--- config.mk ---
export PLATFORM = sky130hd
export DESIGN_NAME = rca_arbiter
export DESIGN_NICKNAME = d
export VERILOG_FILES = /design/src/design/rca_pkg.sv /design/src/design/rca_arbiter.sv /design/src/design/rca_req_pick.sv /design/src/design/rca_sup_timer.sv
export VERILOG_INCLUDE_DIRS = /design/src /design/src/design
export SDC_FILE = /design/constraint.sdc
export NUM_CORES = 1
export LEC_CHECK = 0
export BUFFER_PORTS_ARGS = -buffer_cell sky130_fd_sc_hd__buf_4
export CAP_MARGIN = 5
export CORE_MARGIN = 5
export CORE_UTILIZATION = 58
export CTS_CLUSTER_SIZE = 8
export DETAILED_ROUTE_END_ITERATION = 8
export PLACE_DENSITY = 0.86
export SYNTH_ARGS = -nofsm -noshare
export SYNTH_HDL_FRONTEND = slang
export SYNTH_SLANG_ARGS = --single-unit
--- constraint.sdc ---
create_clock -name clk_i -period 4.24 [get_ports clk_i]
set_clock_uncertainty 0.1 [all_clocks]
set_input_delay 0.424 -clock clk_i [delete_from_list [all_inputs] [get_ports clk_i]]
set_output_delay 0.424 -clock clk_i [all_outputs]
set_load 0.02 [all_outputs]
--- src/design/rca_consts.svh ---
`ifndef RCA_CONSTS_SVH
`define RCA_CONSTS_SVH

// ----------------------------------------------------------------------------
// register byte offsets
// ----------------------------------------------------------------------------
`define RCA_ADDR_CTRL      8'h00
`define RCA_ADDR_TMO       8'h04
`define RCA_ADDR_STAT      8'h08
`define RCA_ADDR_CUR       8'h0C

// ----------------------------------------------------------------------------
// control register fields and reset value
// ----------------------------------------------------------------------------
`define RCA_CTRL_ALLOW     0
`define RCA_CTRL_SUP_EN    1
`define RCA_CTRL_KEEP_ON   2
`define RCA_CTRL_SLAVE     3
`define RCA_CTRL_SLV_USB   4
`define RCA_CTRL_W         5
`define RCA_CTRL_RST       5'h03

// ----------------------------------------------------------------------------
// status register fields
// ----------------------------------------------------------------------------
`define RCA_STAT_LOC_LSB   0
`define RCA_STAT_OWN_LSB   4
`define RCA_STAT_PWR       8
`define RCA_STAT_ANA_SEL   9
`define RCA_STAT_SUP_RUN   10
`define RCA_STAT_TMO_EVT   11

// ----------------------------------------------------------------------------
// supervision timing
// ----------------------------------------------------------------------------
`define RCA_TMO_RST        16'h03E8
`define RCA_CLK_NS         100
`define RCA_MS_NS          1000000
`define RCA_MS_CYCLES      (`RCA_MS_NS / `RCA_CLK_NS)

`endif

--- src/design/rca_pkg.sv ---
package rca_pkg;

  // control location, one-hot
  typedef enum logic [3:0] {
    RCA_ST_MANUAL  = 4'h1,
    RCA_ST_ANALOG  = 4'h2,
    RCA_ST_DIGITAL = 4'h4,
    RCA_ST_LOCAL   = 4'h8
  } rca_loc_type;

endpackage

--- src/design/rca_arbiter.sv ---
// What this block does
// - grant control to analog or one digital interface, never both.
// - refuse digital request with error while analog select is low, unless a digital interface already holds control.
// - ignore analog select changes while a digital interface holds control.
// - status queries always answered, whatever the control location.
// - no owner and no lock means manual, takeover from any interface; in slave mode only the master bus, or usb if allowed.
// - allow-remote flag cleared forces the local, manual-only state.
// - local ends digital session for good; remote must request again.
// - local only suspends analog control while it lasts.
// - leaving local restores analog if select still low, else manual.
// - supervision timer runs only under digital remote control.
// - each message from the owner restarts the full timeout.
// - timeout expiry leaves remote control for manual.
// - on expiry the power input goes off or stays, per configuration.
// - new timeout value takes effect after the running period elapses.
// - supervision timer is independent of the network connection timeout.
// - panel off request always switches the power input off.
// - slave unit takes control from master bus; own usb only by exception.
// - analog select low requests remote, high or open requests manual.
// - standby input acts on the power input in every location.
`timescale 1ns/10ps
`default_nettype none
`include "rca_consts.svh"

module rca_arbiter #(
  parameter int NUM_IF    = 4,
  parameter int IF_W      = 2,
  parameter int MS_IF     = 3,
  parameter int USB_IF    = 0,
  parameter int TMO_W     = 16,
  parameter int MS_CYCLES = `RCA_MS_CYCLES
) (
  // clock and reset
  input  wire logic              clk_i,
  input  wire logic              rst_i,
  // wishbone slave
  input  wire logic              wb_cyc_i,
  input  wire logic              wb_stb_i,
  input  wire logic              wb_we_i,
  input  wire logic [7:0]        wb_adr_i,
  input  wire logic [3:0]        wb_sel_i,
  input  wire logic [31:0]       wb_dat_i,
  output logic      [31:0]       wb_dat_o,
  output logic                   wb_ack_o,
  // analog interface and panel
  input  wire logic              remote_sel_n_i,
  input  wire logic              analog_dc_on_i,
  input  wire logic              standby_input_i,
  input  wire logic              panel_on_i,
  input  wire logic              panel_off_i,
  // digital interfaces
  input  wire logic [NUM_IF-1:0] dig_req_i,
  input  wire logic [NUM_IF-1:0] dig_rel_i,
  input  wire logic [NUM_IF-1:0] dig_msg_i,
  input  wire logic [NUM_IF-1:0] dig_dc_on_i,
  input  wire logic [NUM_IF-1:0] dig_dc_off_i,
  input  wire logic [NUM_IF-1:0] dig_query_i,
  output logic      [NUM_IF-1:0] dig_grant_o,
  output logic      [NUM_IF-1:0] dig_err_o,
  output logic      [NUM_IF-1:0] dig_query_ack_o,
  // location and power state
  output logic      [3:0]        location_o,
  output logic      [IF_W-1:0]   owner_o,
  output logic                   power_input_en_o,
  output logic                   sup_timeout_o
);

  // ---------------------------------------------------------------------------
  // helpers
  // ---------------------------------------------------------------------------
  function automatic logic [NUM_IF-1:0] one_hot(input logic [IF_W-1:0] idx);
    logic [NUM_IF-1:0] v;
    v      = '0;
    v[idx] = 1'b1;
    return v;
  endfunction

  function automatic logic bit_at(input logic [NUM_IF-1:0] vec,
                                  input logic [IF_W-1:0]   idx);
    return vec[idx];
  endfunction

  // ---------------------------------------------------------------------------
  // declarations
  // ---------------------------------------------------------------------------
  rca_pkg::rca_loc_type    state_reg,   state_next;
  logic [IF_W-1:0]         owner_reg,   owner_next;
  logic [NUM_IF-1:0]       grant_reg,   grant_next;
  logic [NUM_IF-1:0]       err_reg,     err_next;
  logic [NUM_IF-1:0]       qack_reg,    qack_next;
  logic                    pwr_reg,     pwr_next;
  logic                    tmo_reg,     tmo_next;
  logic                    evt_reg,     evt_next;
  logic [`RCA_CTRL_W-1:0]  ctrl_reg,    ctrl_next;
  logic                    ack_reg,     ack_next;
  logic [31:0]             dat_reg,     dat_next;
  logic [TMO_W-1:0]        tmo_wval;
  logic                    tmo_we;
  logic [NUM_IF-1:0]       eligible;
  logic                    pick_v;
  logic [IF_W-1:0]         pick_idx;
  logic                    sup_run;
  logic                    sup_kick;
  logic                    sup_expire;
  logic [TMO_W-1:0]        sup_active;
  logic                    tmo_exit;
  logic                    allow;
  logic                    wr_hit;

  assign allow = ctrl_reg[`RCA_CTRL_ALLOW];

  // ---------------------------------------------------------------------------
  // request eligibility and selection
  // ---------------------------------------------------------------------------
  always_comb begin
    for (int i = 0; i < NUM_IF; i++) begin
      eligible[i] = !ctrl_reg[`RCA_CTRL_SLAVE] || (i == MS_IF) ||
                    ((i == USB_IF) && ctrl_reg[`RCA_CTRL_SLV_USB]);
    end
  end

  rca_req_pick #(
    .NUM_IF (NUM_IF),
    .IF_W   (IF_W)
  ) u_pick (
    .req_i      (dig_req_i),
    .eligible_i (eligible),
    .pick_v_o   (pick_v),
    .pick_idx_o (pick_idx)
  );

  // ---------------------------------------------------------------------------
  // supervision timer, separate from any network connection timeout
  // ---------------------------------------------------------------------------
  assign sup_run  = (state_reg == rca_pkg::RCA_ST_DIGITAL) &&
                    ctrl_reg[`RCA_CTRL_SUP_EN];
  assign sup_kick = bit_at(dig_msg_i, owner_reg);
  assign tmo_exit = sup_run && sup_expire && allow;

  rca_sup_timer #(
    .MS_CYCLES (MS_CYCLES),
    .TMO_W     (TMO_W)
  ) u_sup (
    .clk_i     (clk_i),
    .rst_i     (rst_i),
    .run_i     (sup_run),
    .kick_i    (sup_kick),
    .new_val_i (tmo_wval),
    .new_we_i  (tmo_we),
    .expire_o  (sup_expire),
    .active_o  (sup_active)
  );

  // ---------------------------------------------------------------------------
  // control location state machine
  // ---------------------------------------------------------------------------
  always_comb begin
    state_next = state_reg;
    owner_next = owner_reg;
    grant_next = '0;
    unique case (state_reg)
      rca_pkg::RCA_ST_MANUAL: begin
        if (!allow) begin
          state_next = rca_pkg::RCA_ST_LOCAL;
        end else if (!remote_sel_n_i) begin
          state_next = rca_pkg::RCA_ST_ANALOG;
        end else if (pick_v) begin
          state_next = rca_pkg::RCA_ST_DIGITAL;
          owner_next = pick_idx;
          grant_next = one_hot(pick_idx);
        end
      end
      rca_pkg::RCA_ST_ANALOG: begin
        if (!allow) begin
          state_next = rca_pkg::RCA_ST_LOCAL;
        end else if (remote_sel_n_i) begin
          state_next = rca_pkg::RCA_ST_MANUAL;
        end
      end
      rca_pkg::RCA_ST_DIGITAL: begin
        // analog select not looked at here
        if (!allow) begin
          state_next = rca_pkg::RCA_ST_LOCAL;
        end else if (bit_at(dig_rel_i, owner_reg) || tmo_exit) begin
          state_next = rca_pkg::RCA_ST_MANUAL;
        end else if (bit_at(dig_req_i, owner_reg)) begin
          grant_next = one_hot(owner_reg);
        end
      end
      rca_pkg::RCA_ST_LOCAL: begin
        if (allow) begin
          state_next = remote_sel_n_i ? rca_pkg::RCA_ST_MANUAL
                                      : rca_pkg::RCA_ST_ANALOG;
        end
      end
    endcase
    // every request not granted is refused
    err_next  = dig_req_i & ~grant_next;
    qack_next = dig_query_i;
  end

  // ---------------------------------------------------------------------------
  // power input control
  // ---------------------------------------------------------------------------
  always_comb begin
    pwr_next = pwr_reg;
    unique case (state_reg)
      rca_pkg::RCA_ST_MANUAL,
      rca_pkg::RCA_ST_LOCAL: begin
        if (panel_on_i) begin
          pwr_next = 1'b1;
        end
      end
      rca_pkg::RCA_ST_ANALOG: begin
        pwr_next = analog_dc_on_i;
      end
      rca_pkg::RCA_ST_DIGITAL: begin
        if (bit_at(dig_dc_on_i, owner_reg)) begin
          pwr_next = 1'b1;
        end
        if (bit_at(dig_dc_off_i, owner_reg)) begin
          pwr_next = 1'b0;
        end
      end
    endcase
    if (tmo_exit && !ctrl_reg[`RCA_CTRL_KEEP_ON]) begin
      pwr_next = 1'b0;
    end
    if (panel_off_i) begin
      pwr_next = 1'b0;
    end
    if (standby_input_i) begin
      pwr_next = 1'b0;
    end
  end

  // ---------------------------------------------------------------------------
  // state, power and event registers
  // ---------------------------------------------------------------------------
  always_ff @(posedge clk_i) begin
    if (rst_i) begin
      state_reg <= rca_pkg::RCA_ST_MANUAL;
      owner_reg <= '0;
      grant_reg <= '0;
      err_reg   <= '0;
      qack_reg  <= '0;
      pwr_reg   <= 1'b0;
      tmo_reg   <= 1'b0;
    end else begin
      state_reg <= state_next;
      owner_reg <= owner_next;
      grant_reg <= grant_next;
      err_reg   <= err_next;
      qack_reg  <= qack_next;
      pwr_reg   <= pwr_next;
      tmo_reg   <= tmo_exit;
    end
  end

  // ---------------------------------------------------------------------------
  // wishbone register access
  // ---------------------------------------------------------------------------
  // write lands at the edge where the master samples ack high
  assign wr_hit   = wb_cyc_i && wb_stb_i && wb_we_i && ack_reg;
  assign tmo_we   = wr_hit && (wb_adr_i == `RCA_ADDR_TMO) && (wb_sel_i[1:0] == 2'h3);
  assign tmo_wval = wb_dat_i[TMO_W-1:0];

  always_comb begin
    ack_next  = wb_cyc_i && wb_stb_i && !ack_reg;
    ctrl_next = ctrl_reg;
    evt_next  = evt_reg;
    dat_next  = '0;
    // write-one clears the sticky timeout flag, a new event wins
    if (wr_hit && (wb_adr_i == `RCA_ADDR_STAT) && wb_sel_i[1] &&
        wb_dat_i[`RCA_STAT_TMO_EVT]) begin
      evt_next = 1'b0;
    end
    if (tmo_exit) begin
      evt_next = 1'b1;
    end
    if (wr_hit && (wb_adr_i == `RCA_ADDR_CTRL) && wb_sel_i[0]) begin
      ctrl_next = wb_dat_i[`RCA_CTRL_W-1:0];
    end
    unique case (wb_adr_i)
      `RCA_ADDR_CTRL: begin
        dat_next[`RCA_CTRL_W-1:0] = ctrl_reg;
      end
      `RCA_ADDR_CUR: begin
        dat_next[TMO_W-1:0] = sup_active;
      end
      `RCA_ADDR_STAT: begin
        dat_next[`RCA_STAT_LOC_LSB +: 4]    = state_reg;
        dat_next[`RCA_STAT_OWN_LSB +: IF_W] = owner_reg;
        dat_next[`RCA_STAT_PWR]             = pwr_reg;
        dat_next[`RCA_STAT_ANA_SEL]         = !remote_sel_n_i;
        dat_next[`RCA_STAT_SUP_RUN]         = sup_run;
        dat_next[`RCA_STAT_TMO_EVT]         = evt_reg;
      end
      default: begin
        dat_next = '0;
      end
    endcase
  end

  always_ff @(posedge clk_i) begin
    if (rst_i) begin
      ack_reg  <= 1'b0;
      dat_reg  <= '0;
      ctrl_reg <= `RCA_CTRL_RST;
      evt_reg  <= 1'b0;
    end else begin
      ack_reg  <= ack_next;
      dat_reg  <= dat_next;
      ctrl_reg <= ctrl_next;
      evt_reg  <= evt_next;
    end
  end

  // ---------------------------------------------------------------------------
  // outputs
  // ---------------------------------------------------------------------------
  assign wb_ack_o         = ack_reg;
  assign wb_dat_o         = dat_reg;
  assign dig_grant_o      = grant_reg;
  assign dig_err_o        = err_reg;
  assign dig_query_ack_o  = qack_reg;
  assign location_o       = state_reg;
  assign owner_o          = owner_reg;
  assign power_input_en_o = pwr_reg;
  assign sup_timeout_o    = tmo_reg;

endmodule

`default_nettype wire

--- src/design/rca_req_pick.sv ---
`timescale 1ns/10ps
`default_nettype none

module rca_req_pick #(
  parameter int NUM_IF = 4,
  parameter int IF_W   = 2
) (
  // requests and eligibility
  input  wire logic [NUM_IF-1:0] req_i,
  input  wire logic [NUM_IF-1:0] eligible_i,
  // chosen request
  output logic                   pick_v_o,
  output logic [IF_W-1:0]        pick_idx_o
);

  // ---------------------------------------------------------------------------
  // lowest eligible index wins
  // ---------------------------------------------------------------------------
  always_comb begin
    pick_v_o   = 1'b0;
    pick_idx_o = '0;
    for (int i = NUM_IF - 1; i >= 0; i--) begin
      if (req_i[i] && eligible_i[i]) begin
        pick_v_o   = 1'b1;
        pick_idx_o = IF_W'(i);
      end
    end
  end

endmodule

`default_nettype wire

--- src/design/rca_sup_timer.sv ---
`timescale 1ns/10ps
`default_nettype none
`include "rca_consts.svh"

module rca_sup_timer #(
  parameter int MS_CYCLES = `RCA_MS_CYCLES,
  parameter int TMO_W     = 16
) (
  // clock and reset
  input  wire logic             clk_i,
  input  wire logic             rst_i,
  // control
  input  wire logic             run_i,
  input  wire logic             kick_i,
  input  wire logic [TMO_W-1:0] new_val_i,
  input  wire logic             new_we_i,
  // results
  output logic                  expire_o,
  output logic [TMO_W-1:0]      active_o
);

  localparam int PRE_W = $clog2(MS_CYCLES + 1);

  logic [PRE_W-1:0] pre_reg,    pre_next;
  logic [TMO_W-1:0] left_reg,   left_next;
  logic [TMO_W-1:0] act_reg,    act_next;
  logic [TMO_W-1:0] pend_reg,   pend_next;
  logic             pend_v_reg, pend_v_next;
  logic             exp_reg,    exp_next;
  logic [TMO_W-1:0] eff_val;
  logic             eff_v;

  // ---------------------------------------------------------------------------
  // millisecond prescaler and timeout count
  // ---------------------------------------------------------------------------
  always_comb begin
    eff_val     = new_we_i ? new_val_i : pend_reg;
    eff_v       = new_we_i | pend_v_reg;
    pre_next    = pre_reg;
    left_next   = left_reg;
    act_next    = act_reg;
    pend_next   = eff_val;
    pend_v_next = eff_v;
    exp_next    = 1'b0;
    if (!run_i) begin
      // idle: no period running, a pending value applies at once
      pre_next    = '0;
      act_next    = eff_v ? eff_val : act_reg;
      left_next   = act_next;
      pend_v_next = 1'b0;
    end else if (kick_i) begin
      pre_next  = '0;
      left_next = act_reg;
    end else if (pre_reg == PRE_W'(MS_CYCLES - 1)) begin
      pre_next = '0;
      if (left_reg <= TMO_W'(1)) begin
        exp_next    = 1'b1;
        act_next    = eff_v ? eff_val : act_reg;
        left_next   = act_next;
        pend_v_next = 1'b0;
      end else begin
        left_next = left_reg - TMO_W'(1);
      end
    end else begin
      pre_next = pre_reg + PRE_W'(1);
    end
  end

  // ---------------------------------------------------------------------------
  // registers
  // ---------------------------------------------------------------------------
  always_ff @(posedge clk_i) begin
    if (rst_i) begin
      pre_reg    <= '0;
      left_reg   <= `RCA_TMO_RST;
      act_reg    <= `RCA_TMO_RST;
      pend_reg   <= '0;
      pend_v_reg <= 1'b0;
      exp_reg    <= 1'b0;
    end else begin
      pre_reg    <= pre_next;
      left_reg   <= left_next;
      act_reg    <= act_next;
      pend_reg   <= pend_next;
      pend_v_reg <= pend_v_next;
      exp_reg    <= exp_next;
    end
  end

  assign expire_o = exp_reg;
  assign active_o = act_reg;

endmodule

`default_nettype wire
* Yosys cells after proc, flatten, opt, wreduce, memory -nomap -nowiden
Index checks and enable logic that the tools add are counted.
Operators by class: add/sub/neg operators 2, multiply operators 0, divide/modulo/power cells 0, order comparisons 5, eq/ne operators 19, shift-type cells 0, mux-type cells 62, bitwise operators 6, reduce and logical (&&, ||, !) cells 38
Operators by type and width (number):
- 16-bit 2-to-1 mux | 10
- 4-bit 2-to-1 mux | 14
- 1-bit logical AND | 20
- 1-bit 2-to-1 mux | 20
- 8-bit by 4-bit == test with 1-bit output (second input constant) | 2
- 16-bit by 1-bit <= comparator with 1-bit output (second input constant) | 1
- 4-bit one-hot mux with 2 select lines | 2
- 4-bit one-hot mux with 4 select lines | 1
- 16-bit by 1-bit subtractor with 16-bit output (second input constant) | 1
- 5-bit one-hot mux with 3 select lines | 1
- 14-bit by 1-bit adder with 14-bit output (second input constant) | 1
- 14-bit == test (second input constant) | 1
- 4-bit OR reduction | 3
- 1-bit binary-select mux with 2-bit select | 5
- 2-bit 2-to-1 mux | 5
- 8-bit by 3-bit == test with 1-bit output (second input constant) | 1
- 8-bit logical NOT | 1
- 4-bit AND reduction | 2
- 2-bit by 3-bit < comparator with 1-bit output (second input constant) | 2
- 2-bit != test (second input constant) | 3
- 3-bit by 1-bit != test with 1-bit output (second input constant) | 2
- 2-bit OR reduction | 3
- 4-bit bitwise AND | 1
- 1-bit demux with 2-bit select | 2
- other kinds (20) | 28
Word-level totals: bits in registers 123, latch bits 0, bits in writable memories 0, memory bits (read-only) 0, bits of input ports 78, memories kept 0

* Longest topological paths before layout
depth after elaboration 15, gate-level depth with buffers 9, mapped depth without buffers 8

* Cells and area by module
Synthesis repeated with hierarchy kept, for this count alone.
Second synthesis, totals: cells, all modules 655, area, all modules 5631.7 µm²
By module, submodules not included:
- rca_sup_timer | times used 1, cells an instance 420, area an instance 3465.8 µm², seq. area each 1281.2 µm²
- rca_arbiter | times used 1, cells an instance 228, area an instance 2118.3 µm², seq. area each 860.8 µm²
- rca_req_pick | times used 1, cells an instance 7, area an instance 47.5 µm², seq. area each 0.0 µm²

* Least setup slack after synthesis
OpenSTA, ideal clock, no wires.
kind reg-to-reg, start reg u_sup.left_reg[5], end reg u_sup.left_reg[2], library setup time 0.128 ns, data arrival time 2.258 ns, required time 4.012 ns, path slack 1.755 ns, stages on the path, launching flop included 9, period minus slack after synthesis 2.485 ns, cells stage by stage dfxtp_1 buf_6 or4_4 or4_4 nor3_4 buf_6 o21ai_2 a221oi_2 o22ai_1
On the way: cells in the longest elaborated chain, start to end 5
RTL lines:
- start, declared | RTL line rca_sup_timer.sv:25 | logic [TMO_W-1:0] left_reg, left_next;
- start signal, assigned | RTL line rca_sup_timer.sv:75 | left_reg <= `RCA_TMO_RST;
- start signal, assigned | RTL line rca_sup_timer.sv:82 | left_reg <= left_next;
- 16-bit by 1-bit <= comparator with 1-bit output | RTL line rca_sup_timer.sv:56 | if (left_reg <= TMO_W'(1)) begin
- 16-bit 2-to-1 mux | RTL line rca_sup_timer.sv:56
- 16-bit 2-to-1 mux | RTL line rca_sup_timer.sv:54 | end else if (pre_reg == PRE_W'(MS_CYCLES - 1)) begin
- 16-bit 2-to-1 mux | RTL line rca_sup_timer.sv:51 | end else if (kick_i) begin
- 16-bit 2-to-1 mux | RTL line rca_sup_timer.sv:45 | if (!run_i) begin
Every way passes these cells. The select of a mux whose other input is x is not followed. A chain may end at the register's enable or synchronous reset.

* Final worst setup path
start reg state_reg[2], in the netlist location_o[2], end reg u_sup.left_reg[9]
On the way: cells in the longest elaborated chain, start to end 3, elaborated cells between the ends (all ways) 4, classes of those cells 2 x eq/ne; 1 x mux; 1 x reduce/logical
RTL lines:
- start, declared | RTL line rca_arbiter.sv:86 | rca_pkg::rca_loc_type state_reg, state_next;
- start signal, assigned | RTL line rca_arbiter.sv:242 | state_reg <= rca_pkg::RCA_ST_MANUAL;
- start signal, assigned | RTL line rca_arbiter.sv:250 | state_reg <= state_next;
- 4-bit by 3-bit == test with 1-bit output (*) | RTL line rca_arbiter.sv:135 | assign sup_run = (state_reg == rca_pkg::RCA_ST_DIGITAL) &&
- 1-bit logical AND (*) | RTL line rca_arbiter.sv:135
- 3-bit by 1-bit != test with 1-bit output (no source line) / 16-bit 2-to-1 mux (equally long branches)
Mark *: on every way between the ends. The rest lies on a longest branch, timed or not.

==> metrics.md <==
| Metric | Value |
|---|---|
| Status | finished, final reports clean |
| DP Worst Slack | 1.23 ns |
| Post-Synthesis Cells | 618 |
| Clock root buffer master | clkbuf_8 |
| I/O Buffers | 96 |
| Routed Antenna Nets | 0 |
| Diodes inserted | 0 |
| VDD IR max | 0.235 mV |
| CTS tree | built |
| Synthesis-to-finish area growth | 15.9% |
| Routed vias/inst | 5.95 |
| RSZ-0062 raised after global routing | no |
| Grt ovf | 0 |
| Clock sinks | 107 |
| Number of buffers created by CTS | 9 |
| Crit-path max FO | 18 |
| WP data arrival | 3.17 ns |
| CTS-repair resized insts | 0 |
| Drt pass-1 iters | 5 |
| Cell area after layout | 6150 µm² |
| NumNets Final | 779 |
| TNS Setup | 0 ns |
| Endpoints failing setup | 0 |
| CTS Buffer Depth | 2 |
| Top_reg_cell synth | dfxtp_1 |
| Leakage | 2.41 nW |
| Seq/Total Area, Yosys | 40.4% |
| Dpl cell area | 5970 µm² |
| Max Fclk | 333 MHz |
| # H-tree levels | 3 |
| Synth unique cells | 72 |
| Layout fillers | 693 |
| Post-Syn Area | 5300 µm² |
| Num rows | 34 |
| Iter 0 DRT Violations | 266 |
| Die area | 11,200 µm² |
| Worst hold slack | 0.158 ns |
| Worst r2r src | location_o[2]$_SDFFE_PP0P_ |
| Worst Hold Launch | dig_query_i[2] |
| Die W | 106 µm |
| Fin. Hold Viols | 0 |
| Fin crit share | 70.9% |
| Crit path from | location_o[2]$_SDFFE_PP0P_ |
| Ys async rst share | 0% |
| Max cap viols | 0 |
| Clk slew on worst S/H paths | 0.10 ns |
| Power Density | 299 nW/µm² |
| Seq cells post-synth | 107 |
| Initial antenna violation count | 0 |
| Cts-stage hold buffer count | 0 |
| Final core utilization | 69.8% |
| Post-CTS setup repair buffer count | 0 |
| Crit end category | flip-flop |
| Number of remaining DRC errors | 0 |
| Slew Limit Fails | 0 |
| Number of global-route vias before repair | 4,655 |
| Worst skew pair latency | 0.37 ns |
| Tmin final | 3.01 ns |
| GP Congestion | 0.872 |
| Largest net degree at the start of global routing | 55 |
| Initial Utilization | 60.2% |
| Core area | 8810 µm² |
| Tot GR Track Use | 24.1% |
| DR WL/cell | 16.8 µm |
| Worst Path Required | 4.40 ns |
| CP Class | flip-flop to flip-flop |
| First-pass GRT wire length | 22.2 mm |
| WL final | 13.6 mm |
| Die height | 106 µm |
| Post-synth EDFFs | 0 |
| CP startpoint kind | flip-flop |
| Slew margin rel. | 28.5% |
| Worst-margin pin slew | 1.06 ns |
| Final worst slack | 1.23 ns |
| Hold crit path type | input pin to flip-flop |
| Yosys warning count | 0 |
| Share of cells above drive strength 1 | 21.5% |
| Syn_area_per_cell | 8.58 µm² |
| IO Pins | 131 |
| Final HPWL DP | 10.1 mm |
| Vias | 4,823 |
==> metal layers <==
metal / GRT usage, % / routed length (µm) / vias to the layer above
met5: 0 / 0 / -
met3: 5.56 / 908 / 28
li1: - / - / 2319
met1: 30.5 / 5590 / 2282
met4: 6.85 / 295 / 0
met2: 41.1 / 6800 / 194
==> power by group <==
group	internal [mW]	switching, mW	leakage (nW)
combinational	0.100	0.127	1.46
clock	0.217	0.353	0.0860
sequential	1.02	0.0226	0.867
total	1.34	0.503	2.41
==> synth_stat cells, drive strengths merged, types with 2 or more instances <==
master	n	share of area, %
a211oi	2	0.28
a21boi	2	0.28
a21o	9	1.4
a21oi	50	4.7
a221o	6	1.2
a311oi	2	0.33
a31oi	5	0.59
and2	10	1.2
and3	7	0.85
buf	26	3.9
clkbuf	21	1.5
dfxtp	107	40
ha	3	0.71
inv	9	0.64
mux2	5	1.1
mux2i	34	6.4
mux4	2	0.85
nand2	71	5.0
nand3	13	1.2
nand4	8	0.94
nor2	85	6.0
nor2b	7	0.83
nor3	19	2.0
nor3b	2	0.28
nor4	8	1.5
nor4b	3	0.50
o211ai	6	1.1
o21a	8	1.1
o21ai	19	1.9
o22ai	2	0.24
o31ai	7	0.99
o32ai	3	0.50
or2	2	0.24
or3	2	0.24
or4	7	1.2
or4b	3	0.57
xnor2	14	2.3
xor2	11	1.8
==> cell usage in the layout, fill, tap and decap left out, types with 5 or more instances in the layout <==
cell type / count
xnor2_1: 14
a221o_1: 5
a31oi_1: 5
buf_4: 102
xor2_1: 11
nor2b_1: 7
mux2i_1: 34
nand3_1: 13
conb_1: 16
a21o_1: 7
o21ai_0: 18
nand4_1: 8
nor4_1: 5
inv_1: 9
o21a_1: 8
clkbuf_8: 9
and2_1: 9
nor3_1: 18
and3_1: 6
nor2_1: 85
nand2_1: 71
o31ai_1: 7
dfxtp_1: 107
a21oi_1: 50
mux2_2: 5
==> through the flow <==
stage               cells  power (mW)
floorplan             633        1.21
global placement      795        1.28
detailed placement    795        1.29
CTS                   811        1.85
global route          811        1.93
finish                811        1.84
==> cell type report <==
| class | instances | area (µm²) | share of cell area (%) |
|---|---|---|---|
| Clock buffer | 9 | 124 | 2.01 |
| Clock inverter | 7 | 51.3 | 0.834 |
| Inverter | 10 | 37.5 | 0.611 |
| Multi-Input combinational cell | 468 | 2890 | 47.0 |
| Sequential cell | 107 | 2140 | 34.8 |
| Tap cell | 108 | 135 | 2.20 |
| Timing Repair Buffer | 102 | 766 | 12.5 |
==> path summary, 6_finish.rpt <==
| kind | to | slack (ns) | depth (start not counted) |
|---|---|---|---|
| worst max-delay path | u_sup.left_reg[9]$_SDFFE_PP1P_ | 1.23 | 7 |
| worst min-delay path | dig_query_ack_o[2]$_SDFF_PP0_ | 0.16 | 2 |
| worst max register to register | u_sup.left_reg[9]$_SDFFE_PP1P_ | 1.23 | 7 |
| worst min register to register | u_sup.pend_reg[2]$_SDFF_PP0_ | 0.36 | 2 |
==> logic make-up (layout without fill, tap and decap cells) <==
kind of cell	count (synthesis)	count (layout)	share of synthesized area [%]
buffers and inverters	58	128	6.30
other	1	16	0.0707
DFF	107	107	40.4
xor gates and xnor gates	25	25	4.13
AOI/OAI and AO/OA	133	133	17.0
adders and majority gates	3	3	0.708
and+or+nand+nor	250	250	23.0
muxes	41	41	8.33
==> critical path, stage by stage (launching register included) <==
cell and delay, ns:
dfxtp_1 0.50, nor4b_1 0.32, buf_4 0.21, nand2_1 0.32, a41oi_2 0.61, buf_4 0.33
o21ai_0 0.20, a221o_1 0.30
No activity file was read; power rests on OpenSTA's default activity.
